`src/rtl/sfd_consts.svh`:
```
// Purpose: Command codes, address lengths and sizes for the flash command decoder
// Assumes: Codes are the first byte sent after chip select falls
// Notes:   Included by bare name
`ifndef SFD_CONSTS_SVH
`define SFD_CONSTS_SVH

`define SFD_CMD_RESUME        8'h7a
`define SFD_CMD_RESUME_ALT1   8'h8a
`define SFD_CMD_RESUME_ALT2   8'h30
`define SFD_CMD_SUSPEND       8'h75
`define SFD_CMD_OTP_PGM       8'h42
`define SFD_CMD_OTP_RD        8'h4b
`define SFD_CMD_LOCK_RD3      8'hfa
`define SFD_CMD_LOCK_RD4      8'he0
`define SFD_CMD_LOCK_WR3      8'hfb
`define SFD_CMD_LOCK_WR4      8'he1
`define SFD_CMD_SCHEME_WR     8'h2f
`define SFD_CMD_QREAD3        8'h6b
`define SFD_CMD_QREAD4        8'h6c
`define SFD_WREN_DEFAULT      8'h06

`define SFD_ADDR_BYTES3       3'h3
`define SFD_ADDR_BYTES4       3'h4
`define SFD_SCHEME_BYTES      3'h2
`define SFD_OTP_BYTES         1024
`define SFD_OTP_AW            10
`define SFD_FIFO_DEPTH        4
`define SFD_SCK_MAX_MHZ       166
`define SFD_OUT_WAIT_MAX      40

`endif

```
`src/rtl/sfd_pkg.sv`:
```
// Purpose: Types shared by the flash command decoder and its bench
// Assumes: Nothing
// Notes:   Constants live in sfd_consts.svh
package sfd_pkg;

  typedef enum logic [2:0] {ST_CMD, ST_ADDR, ST_DATA_IN, ST_DATA_OUT, ST_IGNORE} sfd_state_type;

  typedef enum logic [2:0] {
    OP_NONE, OP_OTP_PGM, OP_OTP_RD, OP_LOCK_RD, OP_LOCK_WR, OP_ARRAY_RD, OP_SCHEME_WR
  } sfd_op_type;

  typedef struct packed {
    sfd_op_type  kind;
    logic [31:0] addr;
  } sfd_rd_req_type;

  typedef struct packed {
    logic [31:0] addr;
    logic [7:0]  data;
  } sfd_lock_wr_type;

  typedef struct packed {
    logic [9:0] addr;
    logic [7:0] data;
  } sfd_otp_wr_type;

  // Whole register state of the decoder
  typedef struct packed {
    logic            sck_s1;
    logic            sck_s2;
    logic            sck_s3;
    logic            cs_s1;
    logic            cs_s2;
    logic            cs_s3;
    logic            si_s1;
    logic            si_s2;
    sfd_state_type   st;
    sfd_op_type      kind;
    logic [7:0]      cmd;
    logic [2:0]      bitcnt;
    logic [2:0]      bytecnt;
    logic [7:0]      shin;
    logic [31:0]     addr;
    logic [2:0]      outcnt;
    logic [7:0]      outsh;
    logic [7:0]      scheme_lo;
    logic            wel;
    logic            suspended;
    logic            resume;
    logic            suspend;
    logic            rd_req;
    sfd_rd_req_type  rd;
    logic            lock_v;
    sfd_lock_wr_type lock;
    logic            scheme_v;
    logic [15:0]     scheme;
    logic            push_v;
    sfd_otp_wr_type  push;
    logic            buf_ready;
    logic [3:0]      dq;
    logic [3:0]      oe;
  } sfd_state_struct_type;

endpackage

```
`src/rtl/sfd_fifo.sv`:
```
// Purpose: Small flop FIFO with valid/ready on both sides
// Assumes: Single clock
// Notes:   Full and empty are registered flags
`timescale 1ns/1ps
module sfd_fifo #(
  parameter int W     = 18,
  parameter int DEPTH = 4
) (
  input  wire logic         clk,
  input  wire logic         rst_n,
  input  wire logic         in_valid,
  output logic              in_ready,
  input  wire logic [W-1:0] in_data,
  output logic              out_valid,
  input  wire logic         out_ready,
  output logic [W-1:0]      out_data
);
  localparam int PW = (DEPTH > 1) ? $clog2(DEPTH) : 1;
  localparam int CW = $clog2(DEPTH + 1);

  typedef struct packed {
    logic [DEPTH-1:0][W-1:0] mem;
    logic [PW-1:0]           wp;
    logic [PW-1:0]           rp;
    logic [CW-1:0]           cnt;
    logic                    full;
    logic                    nonempty;
  } sfd_fifo_state_type;

  sfd_fifo_state_type q;
  sfd_fifo_state_type d;
  logic               push;
  logic               pop;

  assign in_ready  = ~q.full;
  assign out_valid = q.nonempty;
  assign out_data  = q.mem[q.rp];

  always_comb
  begin
    d    = q;
    push = in_valid & ~q.full;
    pop  = out_ready & q.nonempty;
    if (push)
    begin
      d.mem[q.wp] = in_data;
      d.wp        = (q.wp == PW'(DEPTH - 1)) ? '0 : q.wp + 1'b1;
    end
    if (pop)
      d.rp = (q.rp == PW'(DEPTH - 1)) ? '0 : q.rp + 1'b1;
    if (push && !pop)
      d.cnt = q.cnt + 1'b1;
    else if (pop && !push)
      d.cnt = q.cnt - 1'b1;
    d.full     = (d.cnt == CW'(DEPTH));
    d.nonempty = (d.cnt != '0);
  end

  always_ff @(posedge clk or negedge rst_n)
  begin
    if (!rst_n)
      q <= '0;
    else
      q <= d;
  end
endmodule

```
`src/rtl/sfd_decoder.sv`:
```
// Purpose: Serial flash command decoder for resume/suspend, OTP, protection and quad read
// Assumes: Serial pins are asynchronous to clk and sampled here; sck well below clk/4
// Notes:   Read data comes from the array side on rd_data after each rd_req
`timescale 1ns/1ps
`include "sfd_consts.svh"

// How it works
// - Command 7A alone resumes a suspended program, erase or integrity check.
// - Commands 8A and 30 are taken as resume requests as well.
// - Command 42, an address and a stream of bytes programs the 1024-byte OTP region.
// - The OTP program address is three or four bytes by the active address length.
// - Command 4B with a three- or four-byte address streams OTP data from that address.
// - Command FA (three-byte) or E0 (four-byte) returns the sector volatile lock byte.
// - After write enable, FB (three-byte) or E1 (four-byte) plus one byte writes the lock.
// - Command 6B (three-byte) or 6C (four-byte) streams array data on four lines.
// - Command 75 suspends an ongoing operation so a resume can continue it.
module sfd_decoder #(
  parameter logic [7:0] WREN_CMD = `SFD_WREN_DEFAULT,
  parameter int         DEPTH    = `SFD_FIFO_DEPTH
) (
  input  wire logic                    clk,
  input  wire logic                    rst_n,
  input  wire logic                    sck,
  input  wire logic                    cs_n,
  input  wire logic                    si,
  output logic [3:0]                   dq_o,
  output logic [3:0]                   dq_oe,
  input  wire logic                    addr_4byte,
  input  wire logic                    op_busy,
  output logic                         resume_op,
  output logic                         suspend_op,
  output logic                         op_suspended,
  output logic                         write_enabled,
  output logic                         rd_req,
  output sfd_pkg::sfd_rd_req_type      rd_info,
  input  wire logic [7:0]              rd_data,
  output logic                         lock_wr_valid,
  output sfd_pkg::sfd_lock_wr_type     lock_wr,
  output logic                         scheme_wr_valid,
  output logic [15:0]                  scheme_value,
  output logic                         otp_wr_valid,
  input  wire logic                    otp_wr_ready,
  output sfd_pkg::sfd_otp_wr_type      otp_wr,
  output logic                         otp_buf_ready
);
  localparam int OUT_WAIT_MAX = `SFD_OUT_WAIT_MAX;
  sfd_pkg::sfd_state_struct_type q;
  sfd_pkg::sfd_state_struct_type d;
  logic                          fifo_in_ready;
  logic                          rise;
  logic                          fall;
  logic                          cs_act;
  logic                          cs_end;
  logic                          byte_done;
  logic [7:0]                    nb;
  logic [7:0]                    cur;
  logic [2:0]                    alen;

  sfd_fifo #(
    .W     ($bits(sfd_pkg::sfd_otp_wr_type)),
    .DEPTH (DEPTH)
  ) u_otp_fifo (
    .clk       (clk),
    .rst_n     (rst_n),
    .in_valid  (q.push_v),
    .in_ready  (fifo_in_ready),
    .in_data   (q.push),
    .out_valid (otp_wr_valid),
    .out_ready (otp_wr_ready),
    .out_data  (otp_wr)
  );

  always_comb
  begin
    d          = q;
    cur        = q.outsh;
    d.resume   = 1'b0;
    d.suspend  = 1'b0;
    d.rd_req   = 1'b0;
    d.lock_v   = 1'b0;
    d.scheme_v = 1'b0;
    d.push_v   = 1'b0;
    d.buf_ready = fifo_in_ready;
    d.sck_s1   = sck;
    d.sck_s2   = q.sck_s1;
    d.sck_s3   = q.sck_s2;
    d.cs_s1    = cs_n;
    d.cs_s2    = q.cs_s1;
    d.cs_s3    = q.cs_s2;
    d.si_s1    = si;
    d.si_s2    = q.si_s1;
    rise       = q.sck_s2 & ~q.sck_s3;
    fall       = ~q.sck_s2 & q.sck_s3;
    cs_act     = ~q.cs_s2;
    cs_end     = q.cs_s2 & ~q.cs_s3;
    nb         = {q.shin[6:0], q.si_s2};
    byte_done  = cs_act & rise & (q.bitcnt == 3'h7);
    alen       = addr_4byte ? `SFD_ADDR_BYTES4 : `SFD_ADDR_BYTES3;
    if (cs_end)
    begin
      if (q.kind == sfd_pkg::OP_OTP_PGM && q.st == sfd_pkg::ST_DATA_IN)
        d.wel = 1'b0;
      d.st     = sfd_pkg::ST_CMD;
      d.kind   = sfd_pkg::OP_NONE;
      d.bitcnt = '0;
      d.oe     = '0;
    end
    else if (cs_act)
    begin
      if (rise)
      begin
        d.shin   = nb;
        d.bitcnt = q.bitcnt + 1'b1;
      end
      if (byte_done)
      begin
        case (q.st)
          sfd_pkg::ST_CMD:
          begin
            d.cmd     = nb;
            d.addr    = '0;
            d.st      = sfd_pkg::ST_IGNORE;
            d.bytecnt = alen;
            case (nb)
              `SFD_CMD_RESUME, `SFD_CMD_RESUME_ALT1, `SFD_CMD_RESUME_ALT2:
                if (q.suspended)
                begin
                  d.resume    = 1'b1;
                  d.suspended = 1'b0;
                end
              `SFD_CMD_SUSPEND:
                if (op_busy && !q.suspended)
                begin
                  d.suspend   = 1'b1;
                  d.suspended = 1'b1;
                end
              `SFD_CMD_OTP_PGM:
                if (q.wel)
                begin
                  d.st   = sfd_pkg::ST_ADDR;
                  d.kind = sfd_pkg::OP_OTP_PGM;
                end
              `SFD_CMD_OTP_RD:
              begin
                d.st   = sfd_pkg::ST_ADDR;
                d.kind = sfd_pkg::OP_OTP_RD;
              end
              `SFD_CMD_LOCK_RD3, `SFD_CMD_LOCK_RD4:
              begin
                d.st      = sfd_pkg::ST_ADDR;
                d.kind    = sfd_pkg::OP_LOCK_RD;
                d.bytecnt = (nb == `SFD_CMD_LOCK_RD4) ? `SFD_ADDR_BYTES4 : `SFD_ADDR_BYTES3;
              end
              `SFD_CMD_LOCK_WR3, `SFD_CMD_LOCK_WR4:
                if (q.wel)
                begin
                  d.st      = sfd_pkg::ST_ADDR;
                  d.kind    = sfd_pkg::OP_LOCK_WR;
                  d.bytecnt = (nb == `SFD_CMD_LOCK_WR4) ? `SFD_ADDR_BYTES4 : `SFD_ADDR_BYTES3;
                end
              `SFD_CMD_QREAD3, `SFD_CMD_QREAD4:
              begin
                d.st      = sfd_pkg::ST_ADDR;
                d.kind    = sfd_pkg::OP_ARRAY_RD;
                d.bytecnt = (nb == `SFD_CMD_QREAD4) ? `SFD_ADDR_BYTES4 : `SFD_ADDR_BYTES3;
              end
              `SFD_CMD_SCHEME_WR:
                if (q.wel)
                begin
                  d.st      = sfd_pkg::ST_DATA_IN;
                  d.kind    = sfd_pkg::OP_SCHEME_WR;
                  d.bytecnt = `SFD_SCHEME_BYTES;
                end
              default:
                if (nb == WREN_CMD)
                  d.wel = 1'b1;
            endcase
          end
          sfd_pkg::ST_ADDR:
          begin
            d.addr    = {q.addr[23:0], nb};
            d.bytecnt = q.bytecnt - 1'b1;
            if (q.bytecnt == 3'h1)
            begin
              if (q.kind == sfd_pkg::OP_OTP_PGM || q.kind == sfd_pkg::OP_LOCK_WR)
                d.st = sfd_pkg::ST_DATA_IN;
              else
              begin
                d.st      = sfd_pkg::ST_DATA_OUT;
                d.outcnt  = '0;
                d.rd_req  = 1'b1;
                d.rd.kind = q.kind;
                d.rd.addr = {q.addr[23:0], nb};
              end
            end
          end
          sfd_pkg::ST_DATA_IN:
          begin
            case (q.kind)
              sfd_pkg::OP_OTP_PGM:
              begin
                d.push_v    = fifo_in_ready;
                d.push.addr = q.addr[`SFD_OTP_AW-1:0];
                d.push.data = nb;
                d.addr      = q.addr + 32'h1;
              end
              sfd_pkg::OP_LOCK_WR:
              begin
                d.lock_v    = 1'b1;
                d.lock.addr = q.addr;
                d.lock.data = nb;
                d.wel       = 1'b0;
                d.st        = sfd_pkg::ST_IGNORE;
              end
              default:
              begin
                d.bytecnt = q.bytecnt - 1'b1;
                if (q.bytecnt == `SFD_SCHEME_BYTES)
                  d.scheme_lo = nb;
                else
                begin
                  d.scheme_v = 1'b1;
                  d.scheme   = {nb, q.scheme_lo};
                  d.wel      = 1'b0;
                  d.st       = sfd_pkg::ST_IGNORE;
                end
              end
            endcase
          end
          default:
            d.st = q.st;
        endcase
      end
      if (fall && q.st == sfd_pkg::ST_DATA_OUT)
      begin
        if (q.outcnt == 3'h0)
        begin
          cur       = rd_data;
          d.rd_req  = 1'b1;
          d.rd.addr = q.rd.addr + 32'h1;
        end
        if (q.kind == sfd_pkg::OP_ARRAY_RD)
        begin
          d.dq     = cur[7:4];
          d.oe     = 4'hf;
          d.outsh  = {cur[3:0], 4'h0};
          d.outcnt = (q.outcnt == 3'h1) ? 3'h0 : 3'h1;
        end
        else
        begin
          d.dq     = {2'h0, cur[7], 1'h0};
          d.oe     = 4'h2;
          d.outsh  = {cur[6:0], 1'h0};
          d.outcnt = q.outcnt + 1'b1;
        end
      end
    end
  end

  always_ff @(posedge clk or negedge rst_n)
  begin
    if (!rst_n)
    begin
      q        <= '0;
      q.sck_s1 <= 1'b0;
      q.cs_s1  <= 1'b1;
      q.cs_s2  <= 1'b1;
      q.cs_s3  <= 1'b1;
    end
    else
      q <= d;
  end

  assign dq_o            = q.dq;
  assign dq_oe           = q.oe;
  assign resume_op       = q.resume;
  assign suspend_op      = q.suspend;
  assign op_suspended    = q.suspended;
  assign write_enabled   = q.wel;
  assign rd_req          = q.rd_req;
  assign rd_info         = q.rd;
  assign lock_wr_valid   = q.lock_v;
  assign lock_wr         = q.lock;
  assign scheme_wr_valid = q.scheme_v;
  assign scheme_value    = q.scheme;
  assign otp_buf_ready   = q.buf_ready;
endmodule

```
`config.mk`:
```
export PLATFORM = sky130hd
export DESIGN_NAME = sfd_decoder
export DESIGN_NICKNAME = d
export VERILOG_FILES = /design/src/rtl/sfd_pkg.sv /design/src/rtl/sfd_fifo.sv /design/src/rtl/sfd_decoder.sv
export VERILOG_INCLUDE_DIRS = /design/src /design/src/rtl
export SDC_FILE = /design/constraint.sdc
export NUM_CORES = 1
export LEC_CHECK = 0
export BUFFER_PORTS_ARGS = -buffer_cell sky130_fd_sc_hd__buf_4
export CAP_MARGIN = 30
export CELL_PAD_IN_SITES_DETAIL_PLACEMENT = 1
export CELL_PAD_IN_SITES_GLOBAL_PLACEMENT = 2
export CORE_ASPECT_RATIO = 0.8
export CORE_UTILIZATION = 40
export DETAILED_ROUTE_END_ITERATION = 10
export GPL_TIMING_DRIVEN = 0
export PLACE_DENSITY = 0.78
export RECOVER_POWER = 25
export SLEW_MARGIN = 20
export SYNTH_ARGS = -nofsm -noshare
export SYNTH_HDL_FRONTEND = slang
export SYNTH_SLANG_ARGS = --single-unit
```
`constraint.sdc`:
```
create_clock -name clk -period 2.25 [get_ports clk]
set_input_delay 0.1125 -clock clk [delete_from_list [all_inputs] [get_ports clk]]
set_output_delay 0.1125 -clock clk [all_outputs]
set_load 0.005 [all_outputs]
```
After elaboration in Yosys (flattened, before gate mapping)
Cells that the tools add are included.

Logic and storage cells: 243. Flip-flop bits (word level): 294. Input bits: 16. Output and inout bits: 126.

Equality and inequality tests: 41. Bitwise gates (word level): 16. Add/sub/neg operators: 9. Muxes and demuxes: 80. Reductions and logical operators: 49. $lt $le $gt $ge: 3.

Operators with widths (number): $mux W196 (1); $mux W125 (1); $mux W115 (1); $mux W36 (3); $mux W32 (3); $pmux W32 S3 (1); $mux W77 (1); $bwmux W72 (1); $add A32 B1 Y32 const B (2); $mux W3 (18); $eq A8 B7 Y1 const B (6); $mux W8 (6); $mux W41 (1); $eq A8 B8 Y1 const B (5); $bmux W18 S2 (1); $demux W18 S2 (1); $mux W18 (2); $pmux W6 S6 (1); $reduce_and A6 Y1 (6); $mux W35 (1); $mux W17 (2); $mux W11 (3); $mux W6 (4); $ne A3 B3 Y1 const B (7); 42 further kinds (120).

Logic depth before layout (Yosys ltp)
Gate-level depths: netlist of the first run.

Depth in word-level cells: 10. Depth in mapped cells: 10. Gate-level depth less buffers: 8.

By module
From an unflattened synthesis of the first run, not the netlist that was laid out.

Cell total of the unflattened synthesis: 1329. Area, all modules: 14381.3 um^2.

By module, submodules not included: sfd_decoder (cells each 1099, seq. area each 5033.6 um^2, area an instance 10720.3 um^2, times used 1); sfd_fifo (cells each 230, seq. area each 2026.9 um^2, area an instance 3661.0 um^2, times used 1).

Worst setup path before layout of the first run
Ideal clock, no wire load.

Path type: reg-to-reg. Start: register q[188] (netlist name). End: register q[163] (netlist name). Period minus slack after synthesis: 2.079 ns. Stages on the path, launching flop included: 9. Data required time: 2.115 ns. Data arrival time: 1.943 ns. Buffers on the path: 3. Setup slack: 0.171 ns. Library setup time: 0.135 ns. Cells stage by stage: dfrtp_1 -> ha_1 -> ha_1 -> and4bb_2 -> o211ai_1 -> buf_2 -> clkbuf_1 -> clkbuf_1 -> o21ai_0.

Word-level cells in the longest chain between the ends: 3.

RTL lines: start: declaration (line sfd_decoder.sv:47) `sfd_pkg::sfd_state_struct_type q;`; $eq A3 B3 Y1 (line sfd_decoder.sv:97) `byte_done = cs_act & rise & (q.bitcnt == 3'h7);`; $and A1 B1 Y1 (line sfd_decoder.sv:97); $reduce_and A5 Y1 (no line).

Every way passes these cells. A chain may end at the register's enable or synchronous reset.

Worst setup path in the final report of the first run
Start: register q[188] (netlist name). End: register q[176] (netlist name).

The elaborated chain is that of the path after synthesis.

==> results of run 1 <==
-- routing by layer --
layer | routed length [um] | global-route usage | share of wire
met4 | 802 | 0.05467 | 0.018
met5 | 0 | 0 | 0
met1 | 21570 | 0.3647 | 0.47
met3 | 1704 | 0.02850 | 0.037
met2 | 21400 | 0.3897 | 0.47
-- power by group --
part	switching [mW]	leakage [nW]	total, mW	internal, mW
registers	0.0799	3.84	5.22	5.14
clock network	2.18	0.545	5.55	3.37
logic	0.600	4.22	0.871	0.271
-- metrics by stage --
stage	std cells	worst slack, ns
after floorplan	1330	0.1714
after global placement	1951	-1.547
after detailed placement	1954	-0.6599
after CTS	2027	0.001742
after global routing	2037	-0.06583
final	2037	0.01456
-- cells in the mapped netlist (22+ instances only) --
| cell | number |
|---|---|
| inv_1 | 30 |
| buf_4 | 101 |
| o21ai_0 | 80 |
| dfrtp_1 | 279 |
| buf_2 | 25 |
| mux4_2 | 22 |
| o22ai_1 | 23 |
| nand3_1 | 35 |
| a21oi_1 | 69 |
| clkbuf_1 | 55 |
| nand2_1 | 111 |
| nor2_1 | 45 |
| mux2_2 | 152 |
-- layout make-up --
type / instances / area [um2]
inverter: 33 / 125.1
fill: 3887 / 17920
sequential: 282 / 7067
buffer: 184 / 1245
timing repair buffer: 175 / 1415
multi-input combinational: 826 / 6430
tap: 480 / 600.6
clock buffer: 46 / 952.2
clock inverter: 11 / 166.4
-- logic make-up (layout without fill, tap and decap cells) --
logic type,Yosys count,after routing,share of synthesized area
simple gates,336,336,0.1257
flops,282,282,0.4840
compound gates,271,271,0.1180
buf+inv,222,449,0.08749
mux,195,195,0.1661
fa+ha+maj,17,17,0.01458
xor+xnor,7,7,0.004203
-- flip-flops by register name (all words and copies together) (netlist names) --
register / cells
lock_wr: 40
u_otp_fifo.out_valid: 1
u_otp_fifo.q: 80
op_suspended: 1
scheme_wr_valid: 1
dq_o: 4
rd_info: 35
lock_wr_valid: 1
resume_op: 1
nb: 8
dq_oe: 2
rd_req: 1
otp_buf_ready: 1
write_enabled: 1
q: 83
d: 5
suspend_op: 1
scheme_value: 16
-- tightest hold or removal path, stage by stage --
cell    delay, ns
buf_4        0.12
nor3_1       0.17
or3b_1       0.13
a22o_1       0.11
-- path summary, 6_finish.rpt --
check	slack, ns	end	depth (start not counted)
setup / recovery	0.01	q[176]$_DFFE_PN0P_	8
hold / removal	0.1	q[185]$_DFFE_PN0P_	4
setup reg to reg	0.01	q[176]$_DFFE_PN0P_	8
hold reg to reg	0.35	nb[0]$_DFF_PN0_	0
max in group asynchronous	0.37	u_otp_fifo.q[10]$_DFFE_PN0P_	3
min in group asynchronous	0.41	u_otp_fifo.q[74]$_DFFE_PN0P_	2
-- repair_timing --
| item | CTS | global route |
|---|---|---|
| setup endpoints to repair | 156 | 130 |
| gates resized for setup | 54 | 66 |
| pin swaps | 0 | 4 |
| hold buffers | 14 | 0 |
| hold endpoints to repair | 222 | 0 |
| setup buffers | 3 | 14 |
==> results_dict.tcl, run 1 <==
set metrics [dict create \
    fin_crit_sh 0.9935 \
    reg2reg_from "q[188]$_DFFE_PN0P_" \
    antenna_left 0 \
    overflow 0 \
    numPortBuffers 141 \
    tritoncts "done" \
    path_clk_slew_ns 0.07 \
    drt-total-wl_um 45480 \
    drtIter0Drc 763 \
    grt_pass1_wl_um 71870 \
    nNetsFinal 1566 \
    report.final.setup_viol 0 \
    synth_fp_nets 1363 \
    yosysTopAreaCell "dfrtp_1" \
    grt_max_degree 88 \
    vdd_drop_max_uv 449.0 \
    dieArea_um2 37240 \
    grt_pass1_vias 12040 \
    synthTopCellsByArea "dfrtp_1 48%, mux2_2 12%, buf_4 5.2%" \
    numCtsBuffers 31 \
    dr_total_vias 11400 \
    max_freq_ghz 0.4473 \
    power.total_mw 11.64 \
    hold_violations 0 \
    viasPerCell 5.595 \
    rsz0062_at_grt "yes" \
    period_needed_ns 2.235 \
    num_io_pins 142 \
    crit_type "flip-flop to flip-flop" \
    ys_seq_area_frac 0.4840 \
    clock-sinks 282 \
    hold_path_class "primary input to flip-flop" \
    die-width_um 215.5 \
    start_util 0.4062 \
    antenna_found_initial 0 \
    critPathBufInv 1 \
    critPathRequiredTime_ns 2.75 \
    crit_path_start_kind "flip-flop" \
    crit_slowest_cell "or4_1" \
    yosysUniqueCellTypes 88 \
    design_area_um2 18000 \
    yosysWarnings 0 \
    status "completed" \
    htree_levels 1 \
    drc 0 \
    placementRows 62 \
    synth-edff-count 0 \
    synth-seq-cells 282 \
    cap_violations 0 \
    cts_root_buf "clkbuf_16" \
    place_congestion 0.8434 \
    die_h_um 172.8 \
    wl_per_cell_um 22.32 \
    powerDensity_nw_per_um2 646.5 \
    worstPathArrival_ns 2.74 \
    finalHoldWorstSlack_ns 0.09867 \
    clk_latency_ns 0.58 \
    netlist_instances 1330 \
    endpoint_kind "flip-flop" \
    drtPass1Iterations 5 \
    dp_hpwl_um 31020 \
    slew_viol_final 0 \
    path_max_fanout 6 \
    skew_ns 0.01718 \
    ys_dominant_reg_cell "dfrtp_1" \
    p_leak_nw 8.611 \
    syn-cell-area_um2 14590 \
    synth_top_area_share 0.4786 \
    area_growth_syn_to_layout_pct 23.40 \
    antenna_cells 0 \
    fin_util 0.5012 \
    relSlewSlack 0.05360 \
    avgSynthCellArea_um2 10.97 \
    path_cells "ha_1 > ha_2 > and4bb_4 > o211ai_1 > buf_4 > or3_1 > or4_1 > nand3_1" \
    min_from "addr_4byte" \
    setup.worst_path.start "q[188]$_DFFE_PN0P_" \
    placed_cell_area_um2 16340 \
    fin_setup_tns_ns 0 \
    final_common_cell "dfrtp_1" \
    slowest_delay_ns 0.41 \
    ys_async_sr_fraction 1.000 \
    tightest_slew_ns 1.420 \
    final_cell_mix "274 x dfrtp_1, 264 x buf_4, 152 x mux2_2" \
    coreArea_um2 35920 \
    drive_above_1_share 0.3905 \
    grt_usage 0.2468 \
    critPathTopFamily "simple AND/OR/NAND/NOR gates" \
    cts_buffer_depth 3 \
]
No activity file was read; power rests on OpenSTA's default activity.
==> run 2: changes to the inputs <==
Settings changed: CORE_UTILIZATION 40 to 41, CTS_BUF_LIST set to sky130_fd_sc_hd__clkbuf_8, PLACE_DENSITY 0.78 to 0.8.
==> results_dict.tcl, run 2 (synthesis results as in run 1) <==
set metrics [dict create \
    status "completed" \
    start_util 0.4182 \
    nNetsFinal 1588 \
    largest_register "q" \
    critPathBufInv 1 \
    crit_slowest_cell "or4_1" \
    drt-total-wl_um 44700 \
    cap_violations 0 \
    die-width_um 212.9 \
    pre_cts_ws_ns -0.6444 \
    placed_cell_area_um2 16330 \
    nFillCells 3812 \
    p_leak_nw 8.654 \
    coreArea_um2 34880 \
    powerDensity_nw_per_um2 598.0 \
    crit_type "flip-flop to flip-flop" \
    overflow 0 \
    report.final.setup_viol 0 \
    top_layer_used "met4" \
    final_cell_mix "274 x dfrtp_1, 265 x buf_4, 152 x mux2_2" \
    drc 0 \
    die_h_um 170.7 \
    worst-path-stages 8 \
    dr_total_vias 11630 \
    area_growth_syn_to_layout_pct 22.60 \
    hold_path_class "primary input to flip-flop" \
    cts_root_buf "clkbuf_8" \
    vdd_drop_max_uv 354.4 \
    cts_buffer_depth 3 \
    hold-path-cell-count 4 \
    final_common_cell "dfrtp_1" \
    clk_latency_ns 0.60 \
    placementRows 61 \
    met2WireLength_um 20100 \
    path_clk_slew_ns 0.06 \
    dp_hpwl_um 30960 \
    grt_max_degree 89 \
    ff2ff_path_depth 8 \
    max_freq_ghz 0.4474 \
    rrSetupSlack_ns 0.01 \
    drive_above_1_share 0.3933 \
    dp_cells 1946 \
    relSlewSlack 0.09113 \
    wl_met3_um 2373 \
    grt_pass1_vias 11790 \
    critPathRequiredTime_ns 2.79 \
    largest_register_ffs 83 \
    viasPerCell 5.645 \
    grt_usage 0.2491 \
    numCtsBuffers 48 \
    design_area_um2 17880 \
    hold_violations 0 \
    place_congestion 0.8509 \
    crit_path_start_kind "flip-flop" \
    drtPass1Iterations 5 \
    antenna_found_initial 0 \
    num_io_pins 142 \
    antenna_left 0 \
    setup_slack_ns 0.01486 \
    fin_crit_sh 0.9934 \
    power.total_mw 10.70 \
    fin_cells 2061 \
    fin_util 0.5128 \
    dieArea_um2 36340 \
    drtIter0Drc 766 \
    wl_per_cell_um 21.69 \
    clock-sinks 282 \
    skew_ns 0.01362 \
    grt_pass1_wl_um 69250 \
    antenna_cells 0 \
    slew_viol_final 0 \
    tightest_slew_ns 1.363 \
    numPortBuffers 141 \
    slowest_delay_ns 0.41 \
    path_max_fanout 5 \
    critPathTopFamily "simple AND/OR/NAND/NOR gates" \
    wl_met1_um 21270 \
    htree_levels 2 \
    tritoncts "done" \
    cpMostUsedCell "ha_4" \
    period_needed_ns 2.235 \
    endpoint_kind "flip-flop" \
    worstPathArrival_ns 2.77 \
    path_cells "ha_4 > ha_4 > and4bb_4 > o211ai_1 > buf_4 > or3_1 > or4_1 > nand3_1" \
    rsz0062_at_grt "yes" \
]
[run 2: cell type report]
type	instances	area [um2]	area share
Inverter	33	127.6	0.007136
Multi-Input combinational cell	826	6462	0.3613
Buffer	184	1235	0.06905
Clock buffer	62	853.3	0.04771
Timing Repair Buffer	180	1448	0.08094
Clock inverter	22	101.3	0.005667
Tap cell	472	590.6	0.03302
Sequential cell	282	7067	0.3951
[run 2: what timing repair did]
action | in CTS | in global routing
cloned | 1 | 1
hold endpoints to repair | 104 | 0
setup endpoints to repair | 150 | 136
gates resized for setup | 51 | 65
pin swaps | 1 | 5
buffers inserted | 5 | 15
hold buffers | 14 | 0
[run 2: worst paths after layout]
path,startpoint,to
min,addr_4byte,q[185]$_DFFE_PN0P_
max,q[189]$_DFFE_PN0P_,q[176]$_DFFE_PN0P_
min in group asynchronous,rst_n,u_otp_fifo.q[74]$_DFFE_PN0P_
max in group asynchronous,rst_n,nb[5]$_DFFE_PN0P_
min reg2reg,d[205]$_DFF_PN0_,nb[0]$_DFF_PN0_
max reg2reg,q[189]$_DFFE_PN0P_,q[176]$_DFFE_PN0P_
[run 2: stage by stage]
stage,TNS (ns),hold slack [ns]
final,0,0.1482
after global routing,-0.2533,0.1709
after CTS,0,0.1234
after detailed placement,-16.49,0.1886
after global placement,-425.68,0.2224
after floorplan,0,-0.1831
[run 2: where the power goes]
group | switching [mW] | leakage, nW | total (mW) | internal, mW
sequential | 0.0834 | 3.84 | 5.23 | 5.14
clock | 2.15 | 0.562 | 4.61 | 2.46
combinational | 0.580 | 4.25 | 0.855 | 0.275
[run 2: worst register-to-register path: stages (launching register included)]
cell	delay (ns)
dfrtp_1	0.39
ha_4	0.16
ha_4	0.13
and4bb_4	0.26
o211ai_1	0.20
buf_4	0.22
or3_1	0.31
or4_1	0.41
nand3_1	0.09
[run 2: layer usage]
layer,vias to the layer above,GRT usage
met4,0,0.07663
met2,315,0.3747
met5,-,0
met1,6035,0.3671
li1,5209,-
met3,75,0.03928
==> run 3: changes to the inputs <==
Settings changed: BUFFER_PORTS_ARGS -buffer_cell sky130_fd_sc_hd__buf_4 to -buffer_cell sky130_fd_sc_hd__buf_2, CAP_MARGIN 30 to 20, MAX_ROUTING_LAYER set to met4.
==> results_dict.tcl, run 3 (synthesis results as in run 1) <==
set metrics [dict create \
    status "completed" \
    max_freq_ghz 0.4499 \
    hold_violations 0 \
    die-width_um 212.9 \
    grt_pass1_wl_um 70750 \
    antenna_left 0 \
    met1_usage 0.3696 \
    grt_usage 0.2611 \
    pre_cts_ws_ns -0.6643 \
    start_util 0.4182 \
    coreArea_um2 34880 \
    die_h_um 170.7 \
    p_leak_nw 8.619 \
    largest_register_ffs 83 \
    numPortBuffers 141 \
    placementRows 61 \
    cts_buffer_depth 3 \
    design_area_um2 17520 \
    dieArea_um2 36340 \
    slew_viol_final 0 \
    drt-total-wl_um 45090 \
    dr_total_vias 11570 \
    num_io_pins 142 \
    worstPathArrival_ns 2.76 \
    htree_levels 2 \
    drtIter0Drc 743 \
    fin_crit_sh 0.9878 \
    grt_pass1_vias 11990 \
    area_growth_syn_to_layout_pct 20.07 \
    finalHoldWorstSlack_ns 0.06984 \
    antenna_cells 0 \
    hold_path_class "primary input to flip-flop" \
    path_max_fanout 5 \
    antenna_found_initial 0 \
    rsz0062_at_grt "yes" \
    largest_register "q" \
    viasPerCell 5.632 \
    grt_util_met2 0.3914 \
    crit_path_start_kind "flip-flop" \
    fin_setup_tns_ns 0 \
    overflow 0 \
    vdd_drop_max_uv 398.6 \
    place_congestion 0.8631 \
    tritoncts "done" \
    nNetsFinal 1587 \
    setup_slack_ns 0.02751 \
    relSlewSlack 0.09069 \
    final_common_cell "dfrtp_1" \
    fin_util 0.5022 \
    path_clk_slew_ns 0.07 \
    tightest_slew_ns 1.364 \
    cts_root_buf "clkbuf_8" \
    grt_use_met3 0.03708 \
    placed_cell_area_um2 15980 \
    cap_violations 0 \
    drtPass1Iterations 5 \
    numCtsBuffers 49 \
    final_cell_mix "274 x dfrtp_1, 157 x buf_2, 152 x mux2_2" \
    period_needed_ns 2.222 \
    critPathRequiredTime_ns 2.79 \
    clk_latency_ns 0.60 \
    busiest_layer "met2" \
    powerDensity_nw_per_um2 611.8 \
    clock-sinks 282 \
    crit_type "flip-flop to flip-flop" \
    skew_ns 0.02211 \
    report.final.setup_viol 0 \
    endpoint_kind "flip-flop" \
    drive_above_1_share 0.3951 \
    drc 0 \
    grt_max_degree 91 \
    dp_hpwl_um 31290 \
    wl_per_cell_um 21.95 \
]
[run 3: cell types whose count changed in the layout (fill, tap and decap cells not counted), moves of 5 or more]
| cell | delta |
|---|---|
| buf_4 | -142 |
| buf_2 | +139 |
| inv_1 | -8 |
| clkbuf_4 | -5 |
| clkbuf_8 | -5 |
| clkinv_2 | +5 |
[run 3: metal layers]
layer  share of wire  vias to the layer above
met2            0.46                      298
met3           0.052                       79
li1                -                     5206
met5               0                        -
met4           0.021                        0
met1            0.47                     5986
[run 3: stage by stage]
| step | power, mW | std cells |
|---|---|---|
| after floorplan | 5.686 | 1330 |
| after global placement | 6.075 | 1943 |
| final | 10.72 | 2054 |
| after CTS | 10.85 | 2043 |
| after global routing | 11.17 | 2054 |
| after detailed placement | 6.107 | 1946 |
[run 3: layout make-up]
type	instances	area [um2]
Multi-Input combinational cell	826	6462
Sequential cell	282	7067
Clock buffer	56	770.7
Inverter	33	130.1
Clock inverter	23	163.9
Timing Repair Buffer	178	1081
Buffer	184	1250
Fill cell	3847	17360
Tap cell	472	590.6
[run 3: worst paths after layout]
kind | slack, ns | cells after the start | to | from
min in group asynchronous | 0.42 | 2 | u_otp_fifo.q[38]$_DFFE_PN0P_ | rst_n
max in group asynchronous | 0.73 | 3 | d[208]$_DFF_PN1_ | rst_n
setup reg to reg | 0.03 | 8 | q[176]$_DFFE_PN0P_ | q[189]$_DFFE_PN0P_
hold reg to reg | 0.35 | 0 | d[210]$_DFF_PN0_ | d[211]$_DFF_PN0_
hold / removal | 0.07 | 4 | q[185]$_DFFE_PN0P_ | addr_4byte
setup / recovery | 0.03 | 8 | q[176]$_DFFE_PN0P_ | q[189]$_DFFE_PN0P_
[run 3: what timing repair did]
action,CTS,global route
endpoints found under the setup margin,155,148
pin swaps,1,6
buffers inserted,5,14
gates resized for setup,50,61
endpoints found under the hold margin,105,0
gates cloned,0,1
hold buffers,14,0
[run 3: report_power, final]
group          internal, mW  switching, mW
clock                  2.49           2.17
combinational         0.261          0.570
sequential             5.14         0.0838
total                  7.90           2.82
[run 3: worst max-delay path: stages (launching register included)]
cell and delay, ns:
dfrtp_1 0.36, ha_2 0.20, ha_4 0.13, and4bb_4 0.28
o211ai_1 0.17, buf_4 0.21, or3_1 0.30, or4_4 0.42
nand3_2 0.08
